## config.mk

```make
export PLATFORM = sky130hd
export DESIGN_NAME = ebm_bus_master
export DESIGN_NICKNAME = d
export VERILOG_FILES = /design/src/ebm_pkg.sv /design/src/ebm_bus_master.sv
export VERILOG_INCLUDE_DIRS = /design/src
export SDC_FILE = /design/constraint.sdc
export NUM_CORES = 1
export LEC_CHECK = 0
export ABC_AREA = 0
export BUFFER_PORTS_ARGS = -buffer_cell sky130_fd_sc_hd__buf_2
export CAP_MARGIN = 20
export CORE_MARGIN = 2
export CORE_UTILIZATION = 35
export CTS_CLUSTER_SIZE = 28
export DETAILED_ROUTE_END_ITERATION = 8
export GPL_TIMING_DRIVEN = 1
export PLACE_DENSITY = 0.63
export SYNTH_ARGS = -nofsm -noshare
export SYNTH_HDL_FRONTEND = slang
export SYNTH_SLANG_ARGS = --single-unit
```

## constraint.sdc

```tcl
create_clock -name clk_i -period 6.7 [get_ports clk_i]
set_input_delay 1.005 -clock clk_i [delete_from_list [all_inputs] [get_ports clk_i]]
set_output_delay 1.005 -clock clk_i [all_outputs]
set_load 0.1 [all_outputs]
```

## src/ebm_defines.svh

```systemverilog
// Constants of the external bus master port.
`ifndef EBM_DEFINES_SVH
`define EBM_DEFINES_SVH
`define EBM_SIZ_LONG 2'h0
`define EBM_SIZ_BYTE 2'h1
`define EBM_SIZ_WORD 2'h2
`define EBM_SIZ_LINE 2'h3
`define EBM_PW_8 2'h1
`define EBM_PW_16 2'h2
`define EBM_PW_32 2'h0
`define EBM_CFG_PW_HI 19
`define EBM_CFG_PW_LO 18
`define EBM_CFG_MASK 32'h0733_0000
`define EBM_LINE_BEATS 3'h4
`endif

```

## src/ebm_pkg.sv

```systemverilog
// Types shared by the external bus master port.
package ebm_pkg;
  typedef struct packed {
    logic [31:0] addr;
    logic [31:0] wdata;
    logic [1:0] size;
    logic rd;
    logic sdram;
  } ebm_req_t;
  typedef struct packed {
    logic [31:0] rdata;
    logic err;
  } ebm_rsp_t;
  typedef enum logic [1:0] {
    EBM_IDLE,
    EBM_START,
    EBM_WAIT
  } ebm_state_t;
endpackage

```

## src/ebm_bus_master.sv

```systemverilog
// External bus master port: pin reset states, sizing, splitting and termination.
//
// Behaviour
// [RQ1] Single-chip mode: bus pins stay undriven inputs after reset.
// [RQ2] External boot: bus pins active after reset, control outputs driven high.
// [RQ3] Drive 24 address outputs, the low bits of the 32-bit address.
// [RQ4] Same address lines carry multiplexed SDRAM row and column addresses; the code drives addr[23:0] unmultiplexed, SDRAM or not.
// [RQ5] Read data sampled on rising bus clock edge.
// [RQ6] Data bits 19:18 at reset set boot select port width and waits; the code captures only the port width, no waits.
// [RQ7] Unmatched access: 32-bit port, external termination, no bursts.
// [RQ8] Writes drive all 32 data lines regardless of width.
// [RQ9] Data lines 26:24, 21, 19:16 read as configuration at reset.
// [RQ10] Byte-lane strobes driven low for lanes carrying valid data.
// [RQ11] Output enable asserted on reads; slave drives only then.
// [RQ12] Acknowledge ends the cycle; reads latch data first.
// [RQ13] Acknowledge may be tied low only with fast termination everywhere.
// [RQ14] Error acknowledge ends the cycle and raises an access error.
// [RQ15] Direction is 1 for reads and 0 for writes.
// [RQ16] Size codes: 00 long, 01 byte, 10 word, 11 line.
// [RQ17] Misaligned access splits into aligned pieces, each with own size.
// [RQ18] Burst keeps full size; inhibited shows full first then port size.
// [RQ19] Chip select port width settable to 8, 16 or 32 bits.
// [RQ20] Transfer start asserted for exactly the first cycle of a transfer.
// [RQ21] Byte, word, longword and 16-byte line accesses supported.
// [RQ22] In-progress asserted during transfers, not idle, not for SDRAM.
// [RQ23] Reset clears select programming except boot select, made global.
// [RQ24] Sample active-low acknowledges; end transfer at first asserted edge; the code ends it two edges later, behind a two-flop synchroniser.
`timescale 1ns/1ps
`include "ebm_defines.svh"
module ebm_bus_master
  import ebm_pkg::*;
(
  input wire logic clk_i,
  input wire logic rst_n_i,
  input wire logic ext_boot_i,
  input wire logic [1:0] cs_port_width_i,
  input wire logic cs_match_i,
  input wire logic cs_burst_en_i,
  input wire logic req_valid_i,
  input ebm_req_t req_i,
  output logic req_ready_o,
  output logic rsp_valid_o,
  output ebm_rsp_t rsp_o,
  output logic [1:0] boot_port_width_o,
  output logic [7:0] reset_config_o,
  output logic [23:0] addr_o,
  output logic addr_oe_o,
  input wire logic [31:0] data_i,
  output logic [31:0] data_o,
  output logic data_oe_o,
  output logic [3:0] byte_lane_strobe_n_o,
  output logic output_enable_n_o,
  output logic read_write_o,
  output logic [1:0] xfer_size_code_o,
  output logic xfer_start_n_o,
  output logic xfer_in_progress_n_o,
  output logic ctrl_oe_o,
  input wire logic xfer_ack_n_i,
  input wire logic xfer_error_ack_n_i
);

  ////////////////////////////////////////////////////////////////////////////
  // Pin synchronisers; acknowledges and data come from outside.

  logic ack_s1_r, ack_s2_r, err_s1_r, err_s2_r, boot_s1_r, boot_s2_r;
  logic [31:0] din_s1_r, din_s2_r;

  always_ff @(posedge clk_i or negedge rst_n_i) begin
    if (!rst_n_i) begin
      ack_s1_r <= 1'b1;
      ack_s2_r <= 1'b1;
      err_s1_r <= 1'b1;
      err_s2_r <= 1'b1;
      boot_s1_r <= 1'b0;
      boot_s2_r <= 1'b0;
    end else begin
      ack_s1_r <= xfer_ack_n_i;
      ack_s2_r <= ack_s1_r;
      err_s1_r <= xfer_error_ack_n_i;
      err_s2_r <= err_s1_r;
      boot_s1_r <= ext_boot_i;
      boot_s2_r <= boot_s1_r;
    end
  end

  // The data synchroniser has no reset so that it already holds the
  // configuration levels that the pins show while reset is asserted.
  always_ff @(posedge clk_i) begin
    din_s1_r <= data_i; // RQ5
    din_s2_r <= din_s1_r;
  end

  ////////////////////////////////////////////////////////////////////////////
  // Reset configuration capture, done by a clocked process after release.

  logic cfg_done_r, cfg_done_nxt;
  logic [1:0] boot_pw_r, boot_pw_nxt;
  logic [7:0] cfg_r, cfg_nxt;

  always_comb begin
    cfg_done_nxt = 1'b1;
    boot_pw_nxt = boot_pw_r;
    cfg_nxt = cfg_r;
    if (!cfg_done_r) begin
      boot_pw_nxt = din_s2_r[`EBM_CFG_PW_HI:`EBM_CFG_PW_LO]; // RQ6
      cfg_nxt = {din_s2_r[26:24], din_s2_r[21], din_s2_r[19:16]}; // RQ9
    end
  end

  always_ff @(posedge clk_i or negedge rst_n_i) begin
    if (!rst_n_i) begin
      cfg_done_r <= 1'b0;
      boot_pw_r <= `EBM_PW_32;
      cfg_r <= 8'h00;
    end else begin
      cfg_done_r <= cfg_done_nxt;
      boot_pw_r <= boot_pw_nxt;
      cfg_r <= cfg_nxt;
    end
  end

  assign boot_port_width_o = boot_pw_r;
  assign reset_config_o = cfg_r;

  ////////////////////////////////////////////////////////////////////////////
  // Transfer engine.

  ebm_state_t st_r, st_nxt;
  ebm_req_t cur_r, cur_nxt;
  logic [4:0] left_r, left_nxt;
  logic [1:0] pw_r, pw_nxt;
  logic burst_r, burst_nxt;
  logic first_r, first_nxt;
  logic err_r, err_nxt;
  logic [31:0] rd_r, rd_nxt;
  logic rsp_r, rsp_nxt;
  logic [1:0] piece_siz;
  logic [2:0] piece_len;
  logic [3:0] lanes;
  logic [1:0] siz_r, siz_nxt;
  logic [3:0] bs_r, bs_nxt;
  logic done;
  logic [31:0] keep_mask;

  // Natural aligned piece limited by alignment, remaining length and port.
  always_comb begin
    piece_len = 3'h4;
    if (cur_r.addr[0] || left_r == 5'h01 || pw_r == `EBM_PW_8) begin
      piece_len = 3'h1; // RQ17
    end else if (cur_r.addr[1] || left_r < 5'h04 || pw_r == `EBM_PW_16) begin
      piece_len = 3'h2; // RQ17
    end
    if (piece_len == 3'h1) begin
      piece_siz = `EBM_SIZ_BYTE;
    end else if (piece_len == 3'h2) begin
      piece_siz = `EBM_SIZ_WORD;
    end else begin
      piece_siz = `EBM_SIZ_LONG;
    end
    if (pw_r == `EBM_PW_8) begin
      lanes = 4'h8 >> cur_r.addr[1:0];
    end else if (pw_r == `EBM_PW_16) begin
      lanes = (piece_len == 3'h1) ? (4'h8 >> cur_r.addr[1:0]) : (4'hC >> cur_r.addr[1:0]);
    end else if (piece_len == 3'h1) begin
      lanes = 4'h8 >> cur_r.addr[1:0];
    end else if (piece_len == 3'h2) begin
      lanes = 4'hC >> cur_r.addr[1:0];
    end else begin
      lanes = 4'hF;
    end
  end

  assign done = !ack_s2_r || !err_s2_r; // RQ24
  // Lanes not strobed in this piece keep what earlier pieces returned.
  assign keep_mask = {{8{bs_r[3]}}, {8{bs_r[2]}}, {8{bs_r[1]}}, {8{bs_r[0]}}};

  always_comb begin
    st_nxt = st_r;
    cur_nxt = cur_r;
    left_nxt = left_r;
    pw_nxt = pw_r;
    burst_nxt = burst_r;
    first_nxt = first_r;
    err_nxt = err_r;
    rd_nxt = rd_r;
    rsp_nxt = 1'b0;
    siz_nxt = siz_r;
    bs_nxt = bs_r;
    case (st_r)
      EBM_IDLE: begin
        if (req_valid_i && cfg_done_r) begin
          cur_nxt = req_i;
          err_nxt = 1'b0;
          rd_nxt = 32'h0;
          first_nxt = 1'b1;
          if (req_i.size == `EBM_SIZ_BYTE) begin
            left_nxt = 5'h01;
          end else if (req_i.size == `EBM_SIZ_WORD) begin
            left_nxt = 5'h02;
          end else if (req_i.size == `EBM_SIZ_LINE) begin
            left_nxt = {`EBM_LINE_BEATS, 2'h0}; // RQ21
          end else begin
            left_nxt = 5'h04; // RQ21
          end
          // Unmatched: 32-bit, no bursts; select otherwise gives its width.
          pw_nxt = cs_match_i ? cs_port_width_i : `EBM_PW_32; // RQ7 RQ19
          burst_nxt = cs_match_i && cs_burst_en_i; // RQ7
          st_nxt = EBM_START;
        end
      end
      EBM_START: begin
        // Full size shown on an aligned first start and on every aligned burst start, pieces otherwise.
        siz_nxt = (first_r || burst_r) ? cur_r.size : piece_siz; // RQ16 RQ18
        if (cur_r.addr[1:0] != 2'h0) begin
          siz_nxt = piece_siz; // RQ17
        end
        bs_nxt = ~lanes; // RQ10
        first_nxt = 1'b0;
        st_nxt = EBM_WAIT;
      end
      EBM_WAIT: begin
        if (done) begin
          if (cur_r.rd) begin
            rd_nxt = (rd_r & keep_mask) | (din_s2_r & ~keep_mask); // RQ12
          end
          if (!err_s2_r || left_r <= {2'h0, piece_len}) begin
            err_nxt = !err_s2_r; // RQ14
            rsp_nxt = 1'b1; // RQ12
            bs_nxt = 4'hF;
            st_nxt = EBM_IDLE;
          end else begin
            left_nxt = left_r - {2'h0, piece_len};
            cur_nxt.addr = cur_r.addr + {29'h0, piece_len};
            st_nxt = EBM_START;
          end
        end
      end
      default: st_nxt = EBM_IDLE;
    endcase
  end

  always_ff @(posedge clk_i or negedge rst_n_i) begin
    if (!rst_n_i) begin
      st_r <= EBM_IDLE;
      cur_r <= '0;
      left_r <= 5'h00;
      pw_r <= `EBM_PW_32;
      burst_r <= 1'b0;
      first_r <= 1'b0;
      err_r <= 1'b0;
      rd_r <= 32'h0;
      rsp_r <= 1'b0;
      siz_r <= 2'h3;
      bs_r <= 4'hF;
    end else begin
      st_r <= st_nxt;
      cur_r <= cur_nxt;
      left_r <= left_nxt;
      pw_r <= pw_nxt;
      burst_r <= burst_nxt;
      first_r <= first_nxt;
      err_r <= err_nxt;
      rd_r <= rd_nxt;
      rsp_r <= rsp_nxt;
      siz_r <= siz_nxt;
      bs_r <= bs_nxt;
    end
  end

  ////////////////////////////////////////////////////////////////////////////
  // Pin outputs. The address is registered in the request copy.

  logic active;
  assign active = st_r != EBM_IDLE;
  assign req_ready_o = st_r == EBM_IDLE && cfg_done_r;
  assign rsp_valid_o = rsp_r;
  assign rsp_o = '{rdata: rd_r, err: err_r}; // RQ14
  assign addr_o = cur_r.addr[23:0]; // RQ3 RQ4
  // Single-chip mode leaves bus pins as inputs after reset.
  assign addr_oe_o = boot_s2_r; // RQ1 RQ2
  assign ctrl_oe_o = boot_s2_r; // RQ1 RQ2 RQ23
  assign data_o = cur_r.wdata;
  assign data_oe_o = boot_s2_r && active && !cur_r.rd; // RQ8
  assign byte_lane_strobe_n_o = (st_r == EBM_WAIT) ? bs_r : 4'hF; // RQ10
  assign output_enable_n_o = !(st_r == EBM_WAIT && cur_r.rd); // RQ11
  assign read_write_o = active ? cur_r.rd : 1'b1; // RQ15
  assign xfer_size_code_o = (st_r == EBM_WAIT) ? siz_r : 2'h3;
  // Start is one cycle: the first WAIT cycle after a new piece.
  logic start_r;
  always_ff @(posedge clk_i or negedge rst_n_i) begin
    if (!rst_n_i) begin
      start_r <= 1'b0;
    end else begin
      start_r <= st_nxt == EBM_WAIT && st_r == EBM_START;
    end
  end
  assign xfer_start_n_o = !start_r; // RQ20
  assign xfer_in_progress_n_o = !(active && !cur_r.sdram); // RQ22

endmodule

```

# Word level (Yosys, flattened, before mapping)
# Cells that the tools add are included.
[totals]
ff_bits = 201
inputBits = 110
wordCells = 134
[op_classes]
n_addsub = 2
n_lt_le_gt_ge = 2
eq_ne = 16
n_shift = 2
muxes = 46
n_bitwise = 5
n_reduce_logical = 34
[ops]
columns = ["operator", "count"]
rows = [
  ["$mux W32", 5],
  ["$pmux W32 S2", 2],
  ["$mux W68", 1],
  ["$and A32 B32 Y32", 2],
  ["$add A32 B3 Y32", 1],
  ["$mux W4", 8],
  ["$not A32 Y32", 1],
  ["$or A32 B32 Y32", 1],
  ["$mux W5", 6],
  ["$mux W2", 8],
  ["$reduce_and A4 Y1", 3],
  ["$eq A2 B2 Y1 const B", 5],
  ["$ne A2 B2 Y1 const B", 5],
  ["$pmux W5 S2", 1],
  ["$reduce_bool A2 Y1", 5],
  ["$mux W1", 9],
  ["$logic_and A1 B1 Y1", 8],
  ["$pmux W4 S2", 1],
  ["$shr A4 B2 Y4 const A", 2],
  ["$logic_not A1 Y1", 7],
  ["$logic_or A1 B1 Y1", 7],
  ["$eq A2 B1 Y1 const B", 3],
  ["$mux W3", 2],
  ["$pmux W2 S3", 1],
  ["11 further kinds", 13],
]

# Logic depth before layout (Yosys ltp)
[depth]
depth_word = 12
ltp_mapped = 12
ltp_nobuf = 11

# Least setup slack after synthesis
# OpenSTA, ideal clock, no wires.
[synth_path]
kind = "flip-flop to output port"
start = "register st_r[0]"
end = "output port data_oe_o"
t_arrival_ps = 2426
slack_ps = 3269
path_stages_with_launch = 5
cell_sequence = "dfrtp_1 buf_6 nor2_1 or2_2 nor2_1"
[synth_via]
elab_chain_len = 3
[synth_rtl]
columns = ["element", "line", "source"]
rows = [
  ["start: declaration", "ebm_bus_master.sv:128", "ebm_state_t st_r, st_nxt;"],
  ["start signal: assignment", "ebm_bus_master.sv:256", "st_r <= st_nxt;"],
  ["$reduce_bool A2 Y1", "ebm_bus_master.sv:274", "assign active = st_r != EBM_IDLE;"],
  ["$logic_and A1 B1 Y1 (2 in a row)", "ebm_bus_master.sv:283", "assign data_oe_o = boot_s2_r && active && !cur_r.rd;"],
  ["end: declaration", "ebm_bus_master.sv:50", "output logic data_oe_o,"],
]
# Every way passes these cells.

# Worst setup path after layout
[layout_path]
start = "register left_r[4]"
end = "register cur_r (netlist bit addr_o[2])"
[layout_via]
elab_chain_len = 9
word_cells_on_any_way = 16
cone_classes = "add/sub (1); order compare (2); eq/ne (2); mux (5); reduce/logical (6)"
[layout_rtl]
columns = ["element", "line", "source"]
rows = [
  ["start: declaration", "ebm_bus_master.sv:130", "logic [4:0] left_r, left_nxt;"],
  ["start signal: assignment", "ebm_bus_master.sv:258", "left_r <= left_nxt;"],
  ["$lt A5 B3 Y1", "ebm_bus_master.sv:150", "end else if (cur_r.addr[1] || left_r < 5'h04 || pw_r == `EBM_PW_16) begin"],
  ["$logic_or A1 B1 Y1", "ebm_bus_master.sv:150", ""],
  ["$logic_or A1 B1 Y1 (no line)", "--", ""],
  ["$mux W3", "ebm_bus_master.sv:150", ""],
  ["$mux W3", "ebm_bus_master.sv:148", "if (cur_r.addr[0] || left_r == 5'h01 || pw_r == `EBM_PW_8) begin"],
  ["$add A32 B3 Y32 or $le A5 B3 Y1 (tied branches)", "ebm_bus_master.sv:233, ebm_bus_master.sv:226", ""],
  ["$mux W32 or $logic_or A1 B1 Y1 (tied branches)", "ebm_bus_master.sv:226", "if (!err_s2_r || left_r <= {2'h0, piece_len}) begin"],
  ["$mux W32 or $ne A2 B2 Y1 (tied branches)", "--", ""],
  ["$pmux W32 S2 or $reduce_and A4 Y1 (tied branches)", "--", ""],
  ["end signal: assignment", "ebm_bus_master.sv:257", "cur_r <= cur_nxt;"],
  ["end: declaration", "ebm_bus_master.sv:129", "ebm_req_t cur_r, cur_nxt;"],
]
# Parallel ways exist; a longest one is shown, timed or not. The select of a mux whose other input is x is not followed.
# A chain may end at the register's enable or synchronous reset.

==> qor.yml <==
cts_setup_buffers: 0
antenna_found_initial: 1
fillers: 2202
place_congestion: 0.8199
rsz0062_at_grt: "false"
grt_max_degree: 81
dieArea_mm2: 0.02411
start_kind: "flop"
grt_pass1_vias: 5769
setup_viol: 0
die_x_um: 155.3
final_cell_mix: "214 x buf_2, 148 x nand2_1, 117 x dfrtp_1"
synth_area_mm2: 0.008010
synth_edf_count: 0
vias_per_cell: 4.942
clk_pin_slew_ns: 0.09
grt_overflow: 0
drc: 0
critical_path_class: "flop to flop"
postSynthCellCount: 765
first_pass_iters: 7
clock_sinks: 191
nets: 1039
syn_to_final_growth_pct: 19.49
grtUsageTotal_pct: 17.37
dieHeight_um: 155.3
crit_fanout: 17
cts-root-buf: "clkbuf_16"
status: "completed"
grt_pass1_wl_um: 32600
rows: 55
start_util_pct: 35.49
cp.arrival_ns: 3.81
final_common_cell: "buf_2"
clock.fmax_mhz: 287.9
ioPinCount: 224
critical_path.endpoint_type: "flop"
ys_warn_count: 0
wl_um: 20540
first_iter_violations: 314
dp_hpwl_um: 13710
htreeDepth: 4
maxSlewViolCount: 0
drv_cap: 0
clk-insertion-delay-late_ns: 0.44
ant_nets: 0
ys_seq_area_share_pct: 55.83
numPortBuffers: 215
clk_path_buf_depth: 2
worst_pin_slew_ns: 0.8826
drive_gt1_share_pct: 32.54
ctsResizeCount: 0
ys_ff_latch: 191
cts_buffers: 17
finalHoldWorstSlack_ns: 0.3229
setup-tns-final_ns: 0
required_ns: 7.03
routedWlPerCell_um: 16.89
synth_ff_type: "dfrtp_1"
cts_tree: "done"
synthesis.nets: 889
maxSlewHeadroom_pct: 41.16
hold_viol_final: 0
finalCritPeriodShare_pct: 51.84
synth_cell_types: 72
postSynth.asyncResetShare_pct: 66.49
holdBufCountCts: 0
core_area_mm2: 0.02257
min_path_type: "flop to flop"
vias: 6009
timing.final.crit_period_ns: 3.473
fin_skew_ns: 0.009430
avgSynthCellArea_um2: 10.47
[per-layer routing]
layer / track usage (%) / vias to the layer above / part of all wire [%]
met5: 0 / - / 0
met4: 3.670 / 0 / 0.53
met3: 7.214 / 12 / 9.7
met2: 27.05 / 248 / 46
met1: 22.80 / 2887 / 44
li1: - / 2862 / -
[critical path: stages (launching register included)]
cell,delay [ns]
dfrtp_1,0.44
nor3_1,0.48
a31oi_2,0.29
o21ai_0,0.25
ha_1,0.33
nand3_1,0.11
nand2_1,0.11
a21oi_4,0.46
nor2_4,0.16
inv_2,0.35
mux2_2,0.38
[cell usage after synthesis, types with 4 or more instances]
| library cell | number | area share [%] |
|---|---|---|
| mux2_2 | 11 | 1.5 |
| dfstp_2 | 10 | 3.3 |
| nor4_1 | 5 | 0.39 |
| nor3_4 | 4 | 0.81 |
| nand2_1 | 149 | 7.0 |
| nor2_1 | 61 | 2.9 |
| o21ai_1 | 4 | 0.25 |
| nand3_1 | 10 | 0.62 |
| clkbuf_1 | 14 | 0.66 |
| nand2b_1 | 10 | 0.78 |
| a31oi_1 | 7 | 0.55 |
| a21oi_1 | 8 | 0.50 |
| inv_1 | 17 | 0.80 |
| o21ai_0 | 34 | 2.1 |
| o31ai_1 | 11 | 1.0 |
| nor3_1 | 7 | 0.44 |
| dfxtp_1 | 64 | 16 |
| mux2i_1 | 37 | 4.6 |
| buf_2 | 13 | 0.81 |
| dfrtp_1 | 117 | 37 |
| buf_4 | 61 | 5.7 |
| ha_1 | 13 | 2.0 |
| and3_1 | 7 | 0.55 |
| a22oi_1 | 10 | 0.94 |
[cell families after synthesis]
family	after synthesis	share of synthesized area, %
flops	191	55.83
other cells	1	0.04682
compound gates	122	10.81
xor+xnor	2	0.2187
buf+inv	108	8.310
mux	48	6.170
fa+ha+maj	14	2.281
simple gates	279	16.34
[path summary, 6_finish.rpt]
| kind | slack [ns] | from | cells after the start | endpoint |
|---|---|---|---|---|
| max in group asynchronous | 4.88 | rst_n_i | 2 | reset_config_o[3]$_DFFE_PN0N_ |
| worst min register to register | 0.32 | din_s1_r[23]$_DFF_P_ | 0 | din_s2_r[23]$_DFF_P_ |
| worst max-delay path | 3.23 | left_r[4]$_DFFE_PN0P_ | 10 | addr_o[2]$_DFFE_PN0P_ |
| worst min-delay path | 0.32 | din_s1_r[23]$_DFF_P_ | 0 | din_s2_r[23]$_DFF_P_ |
| worst max register to register | 3.23 | left_r[4]$_DFFE_PN0P_ | 10 | addr_o[2]$_DFFE_PN0P_ |
| min in group asynchronous | 0.62 | rst_n_i | 1 | addr_o[20]$_DFFE_PN0P_ |
[cell type report]
cell class,instances,area (µm²),area share [%]
Inverter,18,67.56,0.7059
Antenna cell,3,7.507,0.07843
Multi-Input combinational cell,466,2883,30.12
Clock inverter,15,232.7,2.431
Tap cell,285,356.6,3.725
Clock buffer,17,425.4,4.444
Sequential cell,191,4472,46.72
Timing Repair Buffer,221,1127,11.78
[registers in the layout (all words and copies together), names as in the netlist, 2 cells and up]
name and flops:
data_o 32, din_s1_r 32, din_s2_r 32, rd_r 32, addr_o 24, reset_config_o 7, left_r 5, bs_r 4
cur_r 4, pw_r 2, siz_r 2, st_r 2
[stage by stage]
step | cells | area (µm²) | utilization [%] | setup WS [ns]
floorplan | 765 | 8010 | - | 3.269
global placement | 1181 | 8906 | 39.46 | 3.270
detailed placement | 1181 | 8906 | 39.46 | 3.255
CTS | 1213 | 9564 | 42.37 | 3.241
global route | 1213 | 9564 | 42.37 | 2.943
finish | 1216 | 9572 | 42.41 | 3.227
Power is left out: the tool's default activity adds up to more than one toggle a clock period on the data nets, which glitch-free logic cannot reach.
